$ cat src/hw/tmz_consts.vh
`ifndef TMZ_CONSTS_VH
`define TMZ_CONSTS_VH

// ----------------------------------------------------------------
// Register indices; the byte address is four times the index.
// ----------------------------------------------------------------
`define TMZ_IDX_COUNT_LOW    14'h059c
`define TMZ_IDX_PERIOD_HIGH  14'h059d
`define TMZ_IDX_CTRL0        14'h059e
`define TMZ_IDX_CTRL1        14'h059f
`define TMZ_IDX_IRQ_CTRL     14'h05a0

// ----------------------------------------------------------------
// Field positions.
// ----------------------------------------------------------------
`define TMZ_CTRL0_EN_BIT     7
`define TMZ_CTRL0_OUT_BIT    5
`define TMZ_CTRL0_WIDE_BIT   4
`define TMZ_CTRL0_POST_MSB   3
`define TMZ_CTRL0_POST_LSB   0
`define TMZ_CTRL1_CS_MSB     7
`define TMZ_CTRL1_CS_LSB     5
`define TMZ_CTRL1_ASYNC_BIT  4
`define TMZ_CTRL1_PRE_MSB    3
`define TMZ_CTRL1_PRE_LSB    0
`define TMZ_IRQ_FLAG_BIT     0
`define TMZ_IRQ_EN_BIT       1

// ----------------------------------------------------------------
// Reset values.
// ----------------------------------------------------------------
`define TMZ_RST_BYTE         8'h00
`define TMZ_RST_CS           3'h0
`define TMZ_RST_NIBBLE       4'h0

// ----------------------------------------------------------------
// Clock source codes.
// ----------------------------------------------------------------
`define TMZ_CS_PIN           3'h0
`define TMZ_CS_PIN_INV       3'h1
`define TMZ_CS_INSTR         3'h2
`define TMZ_CS_HF_OSC        3'h3
`define TMZ_CS_LF_OSC        3'h4
`define TMZ_CS_MF_OSC        3'h5
`define TMZ_CS_SEC_OSC       3'h6
`define TMZ_CS_LOGIC_CELL    3'h7

// ----------------------------------------------------------------
// Timing: the instruction clock is the system clock divided by four.
// ----------------------------------------------------------------
`define TMZ_INSTR_DIV_LAST   2'h3

`endif

$ cat src/hw/tmz_timer.v
// Functional notes
// RULE1: Runs as 8-bit period timer or 16-bit free-running timer per width bit.
// RULE2: Count advances once per prescaled rising edge of the selected clock.
// RULE3: 8-bit: low byte matches period buffer, clears, buffer reloads from high.
// RULE4: 16-bit: reading low byte copies counter high byte into high register.
// RULE5: 16-bit: high write only buffers; low write loads all 16 bits together.
// RULE6: 16-bit: counter wraps from all ones to zero and keeps counting.
// RULE7: Software must not reload the 16-bit count while running.
// RULE8: Three-bit source field picks pin, inverted pin, instruction clock, etc.
// RULE9: Synchronous mode aligns counts to instruction clock and stops in sleep.
// RULE10: Asynchronous mode counts every prescaled edge and keeps going in sleep.
// RULE11: Prescaler offers sixteen ratios from 1:1 up to 1:32768.
// RULE12: Prescale value n divides the input by two to the power n.
// RULE13: Hidden prescaler clears on low or control writes and on reset.
// RULE14: Postscaler divides events by field value plus one, 1:1 to 1:16.
// RULE15: Hidden postscaler clears on low or control writes and on reset.
// RULE16: Output toggles once per postscaled match or rollover event.
// RULE17: 8-bit mode with period zero holds the output high.
// RULE18: Output level readable in a status bit and driven to a port.
// RULE19: Interrupt flag sets on each output toggle; enable gates the interrupt.
// RULE20: Flag therefore sets every postscale value plus one events.
// RULE21: Asynchronous running with enabled interrupt wakes the device from sleep.
// RULE22: Enable bit turns timer on; it resets to zero.
// RULE23: Width bit set gives 16-bit mode, clear gives 8-bit mode.
// RULE24: While disabled, count and scalers hold and no flag is set.
//
// Implementation choice: register access over APB.
`timescale 1ns/1ps
`default_nettype none
`include "tmz_consts.vh"

module tmz_timer (
	// Clock and reset.
	input  wire        clk,
	input  wire        reset_n,
	// APB slave.
	input  wire        psel,
	input  wire        penable,
	input  wire        pwrite,
	input  wire [15:0] paddr,
	input  wire [31:0] pwdata,
	output reg  [31:0] prdata,
	output reg         pready,
	output reg         pslverr,
	// Clock sources, asynchronous to clk.
	input  wire        ext_clk_pin,
	input  wire        hf_osc_clk,
	input  wire        lf_osc_clk,
	input  wire        mf_osc_clk,
	input  wire        sec_osc_clk,
	input  wire        logic_cell_clk,
	// System state.
	input  wire        sleep_mode,
	// Timer outputs.
	output reg         timer_toggle_output,
	output reg         timer_irq,
	output reg         sleep_wake
);

	// ----------------------------------------------------------------
	// Registers.
	// ----------------------------------------------------------------
	reg  [7:0]  cnt_lo_ff;
	reg  [7:0]  cnt_hi_ff;
	reg  [7:0]  period_or_count_high_ff;
	reg  [7:0]  period_buf_ff;
	reg         module_enable_bit_ff;
	reg         wide_mode_select_ff;
	reg  [3:0]  postscale_field_ff;
	reg  [2:0]  clock_source_field_ff;
	reg         async_count_enable_ff;
	reg  [3:0]  prescale_field_ff;
	reg         timer_irq_flag_ff;
	reg         timer_irq_enable_ff;
	reg  [14:0] pre_cnt_ff;
	reg  [3:0]  post_cnt_ff;
	reg         pend_ff;
	reg  [1:0]  instr_div_ff;
	reg  [5:0]  sync1_ff;
	reg  [5:0]  sync2_ff;
	reg         sel_prev_ff;
	reg         nxt_sel_lvl;
	reg  [7:0]  nxt_cnt_lo;
	reg  [7:0]  nxt_cnt_hi;
	reg  [7:0]  nxt_period_buf;
	reg         nxt_evt;
	reg  [7:0]  nxt_rdata;
	reg         nxt_hit;

	wire [13:0] idx      = paddr[15:2];
	wire        acc      = psel & penable;
	wire        done     = acc & pready;
	wire        wr_done  = done & pwrite & ~pslverr;
	wire [7:0]  wbyte    = pwdata[7:0];
	wire        wr_lo    = wr_done & (idx == `TMZ_IDX_COUNT_LOW);
	wire        wr_hi    = wr_done & (idx == `TMZ_IDX_PERIOD_HIGH);
	wire        wr_c0    = wr_done & (idx == `TMZ_IDX_CTRL0);
	wire        wr_c1    = wr_done & (idx == `TMZ_IDX_CTRL1);
	wire        wr_irq   = wr_done & (idx == `TMZ_IDX_IRQ_CTRL);
	// Copied at the edge that captures the low byte, so both halves agree.
	wire        rd_lo    = acc & ~pready & ~pwrite & nxt_hit &
	                       (idx == `TMZ_IDX_COUNT_LOW);
	wire        en       = module_enable_bit_ff;
	// RULE13 RULE15 scaler clears
	wire        clr_scl  = wr_lo | wr_c0 | wr_c1;

	// ----------------------------------------------------------------
	// Clock source selection and edge detection.
	// ----------------------------------------------------------------
	wire [5:0]  src_raw  = {logic_cell_clk, sec_osc_clk, mf_osc_clk,
	                        lf_osc_clk, hf_osc_clk, ext_clk_pin};
	wire        instr_en = (instr_div_ff == `TMZ_INSTR_DIV_LAST);

	// Every pin and oscillator source is a level from another domain, so all six pass two flops.
	always @(posedge clk or negedge reset_n) begin
		if (!reset_n) begin
			sync1_ff     <= 6'h00;
			sync2_ff     <= 6'h00;
			instr_div_ff <= 2'h0;
		end else begin
			sync1_ff     <= src_raw;
			sync2_ff     <= sync1_ff;
			instr_div_ff <= instr_div_ff + 2'h1;
		end
	end

	// RULE8 source select
	always @* begin
		case (clock_source_field_ff)
			`TMZ_CS_PIN:        nxt_sel_lvl = sync2_ff[0];
			`TMZ_CS_PIN_INV:    nxt_sel_lvl = ~sync2_ff[0];
			`TMZ_CS_HF_OSC:     nxt_sel_lvl = sync2_ff[1];
			`TMZ_CS_LF_OSC:     nxt_sel_lvl = sync2_ff[2];
			`TMZ_CS_MF_OSC:     nxt_sel_lvl = sync2_ff[3];
			`TMZ_CS_SEC_OSC:    nxt_sel_lvl = sync2_ff[4];
			`TMZ_CS_LOGIC_CELL: nxt_sel_lvl = sync2_ff[5];
			default:            nxt_sel_lvl = 1'b0;
		endcase
	end

	// A change of source may show one false edge, harmless while disabled.
	wire src_edge = (clock_source_field_ff == `TMZ_CS_INSTR) ? instr_en :
	                (nxt_sel_lvl & ~sel_prev_ff);

	// ----------------------------------------------------------------
	// Prescaler and synchronisation.
	// ----------------------------------------------------------------
	// RULE12 ratio mask
	wire [14:0] pre_mask = ~(15'h7fff << prescale_field_ff);
	// RULE11 prescaled tick
	wire        pre_tick = en & src_edge &
	                       ((pre_cnt_ff & pre_mask) == pre_mask);
	// RULE9 sync count gate
	wire        sync_go  = pend_ff & instr_en & ~sleep_mode;
	// RULE10 async count path
	wire        cnt_tick = async_count_enable_ff ? pre_tick : (en & sync_go);

	always @(posedge clk or negedge reset_n) begin
		if (!reset_n) begin
			sel_prev_ff <= 1'b0;
			pre_cnt_ff  <= 15'h0000;
			pend_ff     <= 1'b0;
		end else begin
			sel_prev_ff <= nxt_sel_lvl;
			// RULE13 prescaler clear
			if (clr_scl)
				pre_cnt_ff <= 15'h0000;
			else if (en && src_edge)
				pre_cnt_ff <= pre_cnt_ff + 15'h0001;
			// A pending tick waits for the instruction enable, never asleep.
			if (clr_scl || !en || async_count_enable_ff)
				pend_ff <= 1'b0;
			else if (pre_tick)
				pend_ff <= 1'b1;
			else if (sync_go)
				pend_ff <= 1'b0;
		end
	end

	// ----------------------------------------------------------------
	// Counter.
	// ----------------------------------------------------------------
	wire [15:0] sum16 = {cnt_hi_ff, cnt_lo_ff} + 16'h0001;

	always @* begin
		nxt_cnt_lo     = cnt_lo_ff;
		nxt_cnt_hi     = cnt_hi_ff;
		nxt_period_buf = period_buf_ff;
		nxt_evt        = 1'b0;
		if (wr_lo) begin
			nxt_cnt_lo = wbyte;
			// RULE5 coherent load
			if (wide_mode_select_ff)
				nxt_cnt_hi = period_or_count_high_ff;
		end else if (cnt_tick) begin
			// RULE1 RULE23 width
			if (wide_mode_select_ff) begin
				// RULE2 RULE6 wrap
				nxt_cnt_lo = sum16[7:0];
				nxt_cnt_hi = sum16[15:8];
				nxt_evt    = (sum16 == 16'h0000);
			end else if (cnt_lo_ff == period_buf_ff) begin
				// RULE3 period match
				nxt_cnt_lo     = `TMZ_RST_BYTE;
				nxt_period_buf = period_or_count_high_ff;
				nxt_evt        = 1'b1;
			end else begin
				nxt_cnt_lo = cnt_lo_ff + 8'h01;
			end
		end
	end

	// RULE14 postscale divide
	wire post_evt = nxt_evt & ~clr_scl & (post_cnt_ff == postscale_field_ff);
	// RULE17 zero period
	// Gated by enable so the output bit keeps its zero reset value.
	wire out_hold = en & ~wide_mode_select_ff &
	                (period_or_count_high_ff == `TMZ_RST_BYTE);

	always @(posedge clk or negedge reset_n) begin
		if (!reset_n) begin
			cnt_lo_ff           <= `TMZ_RST_BYTE;
			cnt_hi_ff           <= `TMZ_RST_BYTE;
			period_buf_ff       <= `TMZ_RST_BYTE;
			post_cnt_ff         <= `TMZ_RST_NIBBLE;
			timer_toggle_output <= 1'b0;
		end else begin
			cnt_lo_ff     <= nxt_cnt_lo;
			cnt_hi_ff     <= nxt_cnt_hi;
			period_buf_ff <= nxt_period_buf;
			// RULE15 postscaler clear
			if (clr_scl)
				post_cnt_ff <= `TMZ_RST_NIBBLE;
			else if (post_evt)
				post_cnt_ff <= `TMZ_RST_NIBBLE;
			else if (nxt_evt)
				post_cnt_ff <= post_cnt_ff + 4'h1;
			// RULE16 RULE18 output toggle
			if (out_hold)
				timer_toggle_output <= 1'b1;
			else if (post_evt)
				timer_toggle_output <= ~timer_toggle_output;
		end
	end

	// ----------------------------------------------------------------
	// Control, interrupt and wake.
	// ----------------------------------------------------------------
	always @(posedge clk or negedge reset_n) begin
		if (!reset_n) begin
			period_or_count_high_ff <= `TMZ_RST_BYTE;
			module_enable_bit_ff    <= 1'b0;
			wide_mode_select_ff     <= 1'b0;
			postscale_field_ff      <= `TMZ_RST_NIBBLE;
			clock_source_field_ff   <= `TMZ_RST_CS;
			async_count_enable_ff   <= 1'b0;
			prescale_field_ff       <= `TMZ_RST_NIBBLE;
			timer_irq_flag_ff       <= 1'b0;
			timer_irq_enable_ff     <= 1'b0;
			timer_irq               <= 1'b0;
			sleep_wake              <= 1'b0;
		end else begin
			if (wr_hi)
				period_or_count_high_ff <= wbyte;
			// RULE4 coherent read
			else if (rd_lo && wide_mode_select_ff)
				period_or_count_high_ff <= cnt_hi_ff;
			if (wr_c0) begin
				// RULE22 enable bit
				module_enable_bit_ff <= wbyte[`TMZ_CTRL0_EN_BIT];
				wide_mode_select_ff  <= wbyte[`TMZ_CTRL0_WIDE_BIT];
				postscale_field_ff   <=
					wbyte[`TMZ_CTRL0_POST_MSB:`TMZ_CTRL0_POST_LSB];
			end
			if (wr_c1) begin
				clock_source_field_ff <=
					wbyte[`TMZ_CTRL1_CS_MSB:`TMZ_CTRL1_CS_LSB];
				async_count_enable_ff <= wbyte[`TMZ_CTRL1_ASYNC_BIT];
				prescale_field_ff     <=
					wbyte[`TMZ_CTRL1_PRE_MSB:`TMZ_CTRL1_PRE_LSB];
			end
			if (wr_irq)
				timer_irq_enable_ff <= wbyte[`TMZ_IRQ_EN_BIT];
			// RULE19 RULE20 RULE24 flag set beats clear
			if (post_evt)
				timer_irq_flag_ff <= 1'b1;
			else if (wr_irq && wbyte[`TMZ_IRQ_FLAG_BIT])
				timer_irq_flag_ff <= 1'b0;
			timer_irq  <= timer_irq_flag_ff & timer_irq_enable_ff;
			// RULE21 sleep wake
			sleep_wake <= timer_irq_flag_ff & timer_irq_enable_ff &
			              sleep_mode & async_count_enable_ff & en;
		end
	end

	// ----------------------------------------------------------------
	// APB read mux and answer.
	// ----------------------------------------------------------------
	always @* begin
		nxt_hit   = 1'b1;
		nxt_rdata = `TMZ_RST_BYTE;
		if (paddr[1:0] != 2'h0) begin
			nxt_hit = 1'b0;
		end else begin
			case (idx)
				`TMZ_IDX_COUNT_LOW:   nxt_rdata = cnt_lo_ff;
				`TMZ_IDX_PERIOD_HIGH: nxt_rdata = period_or_count_high_ff;
				`TMZ_IDX_CTRL0:       nxt_rdata = {module_enable_bit_ff,
				                          1'b0, timer_toggle_output,
				                          wide_mode_select_ff,
				                          postscale_field_ff};
				`TMZ_IDX_CTRL1:       nxt_rdata = {clock_source_field_ff,
				                          async_count_enable_ff,
				                          prescale_field_ff};
				`TMZ_IDX_IRQ_CTRL:    nxt_rdata = {6'h00,
				                          timer_irq_enable_ff,
				                          timer_irq_flag_ff};
				default:              nxt_hit = 1'b0;
			endcase
		end
	end

	// One wait state keeps every answer coming straight from a flop.
	always @(posedge clk or negedge reset_n) begin
		if (!reset_n) begin
			prdata  <= 32'h0000_0000;
			pready  <= 1'b0;
			pslverr <= 1'b0;
		end else begin
			pready <= acc & ~pready;
			if (acc && !pready) begin
				prdata  <= (nxt_hit && !pwrite) ? {24'h00_0000, nxt_rdata}
				                               : 32'h0000_0000;
				pslverr <= ~nxt_hit;
			end else begin
				// Dropped with the answer so an error never outlives ready.
				pslverr <= 1'b0;
			end
		end
	end

endmodule

`default_nettype wire

$ cat config.mk
export PLATFORM = sky130hd
export DESIGN_NAME = tmz_timer
export DESIGN_NICKNAME = d
export VERILOG_FILES = /design/src/hw/tmz_timer.v
export VERILOG_INCLUDE_DIRS = /design/src /design/src/hw
export SDC_FILE = /design/constraint.sdc
export NUM_CORES = 1
export LEC_CHECK = 0
export ABC_AREA = 0
export ABC_CLOCK_PERIOD_IN_PS = 2800
export BUFFER_PORTS_ARGS = -buffer_cell sky130_fd_sc_hd__buf_2
export CAP_MARGIN = 25
export CORE_ASPECT_RATIO = 0.75
export CORE_MARGIN = 2
export CORE_UTILIZATION = 55
export CTS_BUF_LIST = sky130_fd_sc_hd__clkbuf_2
export CTS_CLUSTER_SIZE = 12
export DETAILED_ROUTE_END_ITERATION = 8
export GPL_TIMING_DRIVEN = 0
export PLACE_DENSITY = 0.9
export RECOVER_POWER = 50
export SLEW_MARGIN = 20
export SYNTH_ARGS = -nofsm -noshare
export SYNTH_HDL_FRONTEND = slang
export SYNTH_SLANG_ARGS = --single-unit
$ cat constraint.sdc
create_clock -name clk -period 2.8 [get_ports clk]
set_input_delay 0.28 -clock clk [delete_from_list [all_inputs] [get_ports clk]]
set_output_delay 0.28 -clock clk [all_outputs]
set_load 0.05 [all_outputs]
==> metrics.txt <==
drt first pass iters=5; prevailing post-synth register cell=dfrtp_1; initial core utilization=0.5637; chip width=118.9 µm; number of global-route vias before repair=4478; Core Area=0.009658 mm²; WL met3=1844 µm; outcome=complete, no violations; cell taking the most area after synthesis=dfrtp_1; Worst Setup Start Kind=flop; wire length per cell=18.19 µm; Slew @ Worst Pin=1.272 ns; leakage power=2.857 nW; # placed instances=755; Post-Synthesis Cell Area=0.005444 mm²; fin crit share=0.9642; RD Place Congestion=1.020; clock slew at reported path FFs=0.27 ns; antenna diode count=0; total CTS buffers=9; FF+latch count, synth=96; htree depth=3; hold_ws=0.05287 ns; HPWL Detailed=10430 µm; WL final=14370 µm; library cells used by synthesis=72; final setup skew=0.04047 ns; I/O pin total=97; Global Route Usage Sum=0.2716; fraction of layout cells with a size suffix above 1=0.2067; area fraction of the dominant cell type after synthesis=0.4413; Int Pwr=1.756 mW; Post-Route M1 WL=6067 µm; EDFF count, synth=0; cell row count=31; layout net count=719; Die H=90.16 µm; RSZ-0062 raised after global routing=false; CTS sink count=96; Skew-Pair Late Insertion Delay=0.57 ns; Final Max Tran Viols=0; worst hold path class=in -> reg; DIE AREA=0.01072 mm²; Sw Share=0.2581; initial antenna violation count=0; Rel. slew slack=0.1521; max cap viols=0; met2 wire length=6239 µm; async set-reset flop share out of synthesis=1.000; CTS tree=built; antenna-violating nets left=0; drt first-iter violations=479; CP Max Fanout=10; count leader, synth=dfrtp_1; WS Path Type=reg -> reg; port buffer count=47; Synth Warn #=0; pwr dens=374.6 mW/mm²; Non-Filler Instances=790; # fillers=771; highest metal layer with signal wires=met4; vias post-DR=4812; Synth top cells by count=96 x dfrtp_1, 49 x nor2_1, 30 x a21oi_1, 30 x nand2_1, 30 x o21ai_0; Clock Tree Buf Depth=2; Synth Area per Inst=9.862 µm²; Switch Pwr=610.9 µW; combinational share of power=0.090; sequential element share of the synthesized area=0.4413; Syn Inst Count=552; Tmin final=2.700 ns; CP Data Arrival Time=3.17 ns; Clock power frac=0.316; first-pass GRT wire length=23050 µm; Critical Path RT=3.27 ns; total gr overflow=0; worst-case vdd ir drop=0.0002431 V; Final setup viols=0; area grow syn2layout=16.09%; drt drc=0; Worst setup EP type=flop; Sequential Power Share=0.593; DR vias/cell=6.091; largest net degree at the start of global routing=75; max frequency=370.4 MHz; root buffer cell=clkbuf_2; Final Hold Viols=0; largest cells by area after synthesis=dfrtp_1 44%, buf_4 3.4%, nor2_1 3.4%, mux2_2 3.1%, a21oi_1 2.8%
## cell type report
class | instances | area, µm² | area share
multi-input combinational | 410 | 2833 | 0.4482
tap | 132 | 165.2 | 0.02613
buffer | 52 | 294.0 | 0.04653
inverter | 17 | 63.81 | 0.01010
timing repair buffer | 68 | 429.2 | 0.06791
sequential | 96 | 2406 | 0.3807
clock inverter | 6 | 83.83 | 0.01326
clock buffer | 9 | 45.04 | 0.007127
## worst max-delay path, stage by stage (launching register included)
cell and delay, ns:
dfrtp_1 0.47, clkbuf_2 0.22, and3_1 0.21, clkbuf_1 0.17, a211oi_1 0.23, o211ai_1 0.13
a22o_1 0.30, o21ba_1 0.28, o31ai_1 0.23, or3b_1 0.37
## layout by cell type, fill, tap and decap left out, drive strengths merged, types with 6 or more instances in the layout
cell / count
mux2: 24
nor3: 16
nand4: 13
nand2: 30
xor2: 9
mux2i: 12
and3: 10
a31oi: 8
dfrtp: 96
inv: 18
a21oi: 31
a32o: 6
dlygate4sd3: 16
xnor2: 17
a2bb2oi: 6
nor2: 49
nor4: 8
nand3: 23
buf: 80
conb: 24
o21ai: 31
clkbuf: 33
and2: 6
## layer usage
| layer | global-route usage | vias to the layer above |
|---|---|---|
| li1 | - | 2170 |
| met1 | 0.3998 | 2280 |
| met2 | 0.3942 | 331 |
| met3 | 0.07170 | 31 |
| met4 | 0.08333 | 0 |
| met5 | 0 | - |
## what timing repair did
| action | in CTS | in global routing |
|---|---|---|
| hold buffers | 16 | 0 |
| endpoints found under the setup margin | 5 | 31 |
| pin swaps | 0 | 1 |
| hold endpoints to repair | 111 | 0 |
| buffers inserted | 1 | 2 |
| gates resized for setup | 5 | 11 |
## metrics by stage
| stage | util | TNS, ns | cell area, µm² | setup WS (ns) | total power, mW |
|---|---|---|---|---|---|
| after global placement | 0.6141 | -0.3971 | 5931 | -0.2066 | 1.620 |
| after detailed placement | 0.6176 | -0.7906 | 5964 | -0.3218 | 1.629 |
| final | 0.6544 | 0 | 6320 | 0.1002 | 2.367 |
| after global routing | 0.6544 | 0 | 6320 | 0.003036 | 2.451 |
| after CTS | 0.6506 | 0 | 6284 | 0.01320 | 2.384 |
| after floorplan | - | 0 | 5530 | 0.3186 | 1.554 |
## power by group through the flow
stage	Sequential [mW]	Clock, mW	Combinational [mW]
global route	1.41	0.814	0.229
global placement	1.43	0	0.193
finish	1.40	0.749	0.214
floorplan	1.43	0	0.122
CTS	1.40	0.762	0.218
detailed placement	1.43	0	0.201
## logic make-up (layout without fill, tap and decap cells)
group | Yosys count | after routing | share of synthesized area
adder cells (fa/ha/maj) | 5 | 5 | 0.01149
multiplexers | 41 | 41 | 0.09308
AND/OR/NAND/NOR | 196 | 196 | 0.1949
other | 1 | 24 | 0.0006888
buffers and inverters | 69 | 152 | 0.06550
AO/OA/AOI/OAI | 118 | 118 | 0.1512
XOR/XNOR | 26 | 26 | 0.04183
flip-flops | 96 | 96 | 0.4413
## registers in the layout, indices dropped and copies added (netlist names), 2 cells and up
name / count
period_buf_ff: 8
period_or_count_high_ff: 8
pre_cnt_ff: 15
sync2_ff: 6
prescale_field_ff: 4
sync1_ff: 6
clock_source_field_ff: 3
postscale_field_ff: 4
instr_div_ff: 2
prdata: 8
post_cnt_ff: 4
cnt_lo_ff: 8
cnt_hi_ff: 8
## path summary, 6_finish.rpt
| path | cells past startpoint | to | start | slack, ns |
|---|---|---|---|---|
| min | 2 | timer_irq_enable_ff$_DFFE_PN0P_ | pwdata[1] | 0.05 |
| min reg2reg | 0 | sync2_ff[5]$_DFF_PN0_ | sync1_ff[5]$_DFF_PN0_ | 0.38 |
| max in group asynchronous | 3 | cnt_lo_ff[1]$_DFFE_PN0P_ | reset_n | 0.57 |
| max reg2reg | 9 | timer_toggle_output$_DFFE_PN0P_ | cnt_lo_ff[2]$_DFFE_PN0P_ | 0.10 |
| max | 9 | timer_toggle_output$_DFFE_PN0P_ | cnt_lo_ff[2]$_DFFE_PN0P_ | 0.10 |
| min in group asynchronous | 2 | timer_irq_enable_ff$_DFFE_PN0P_ | reset_n | 0.46 |
(Power assumes the default switching activity.)
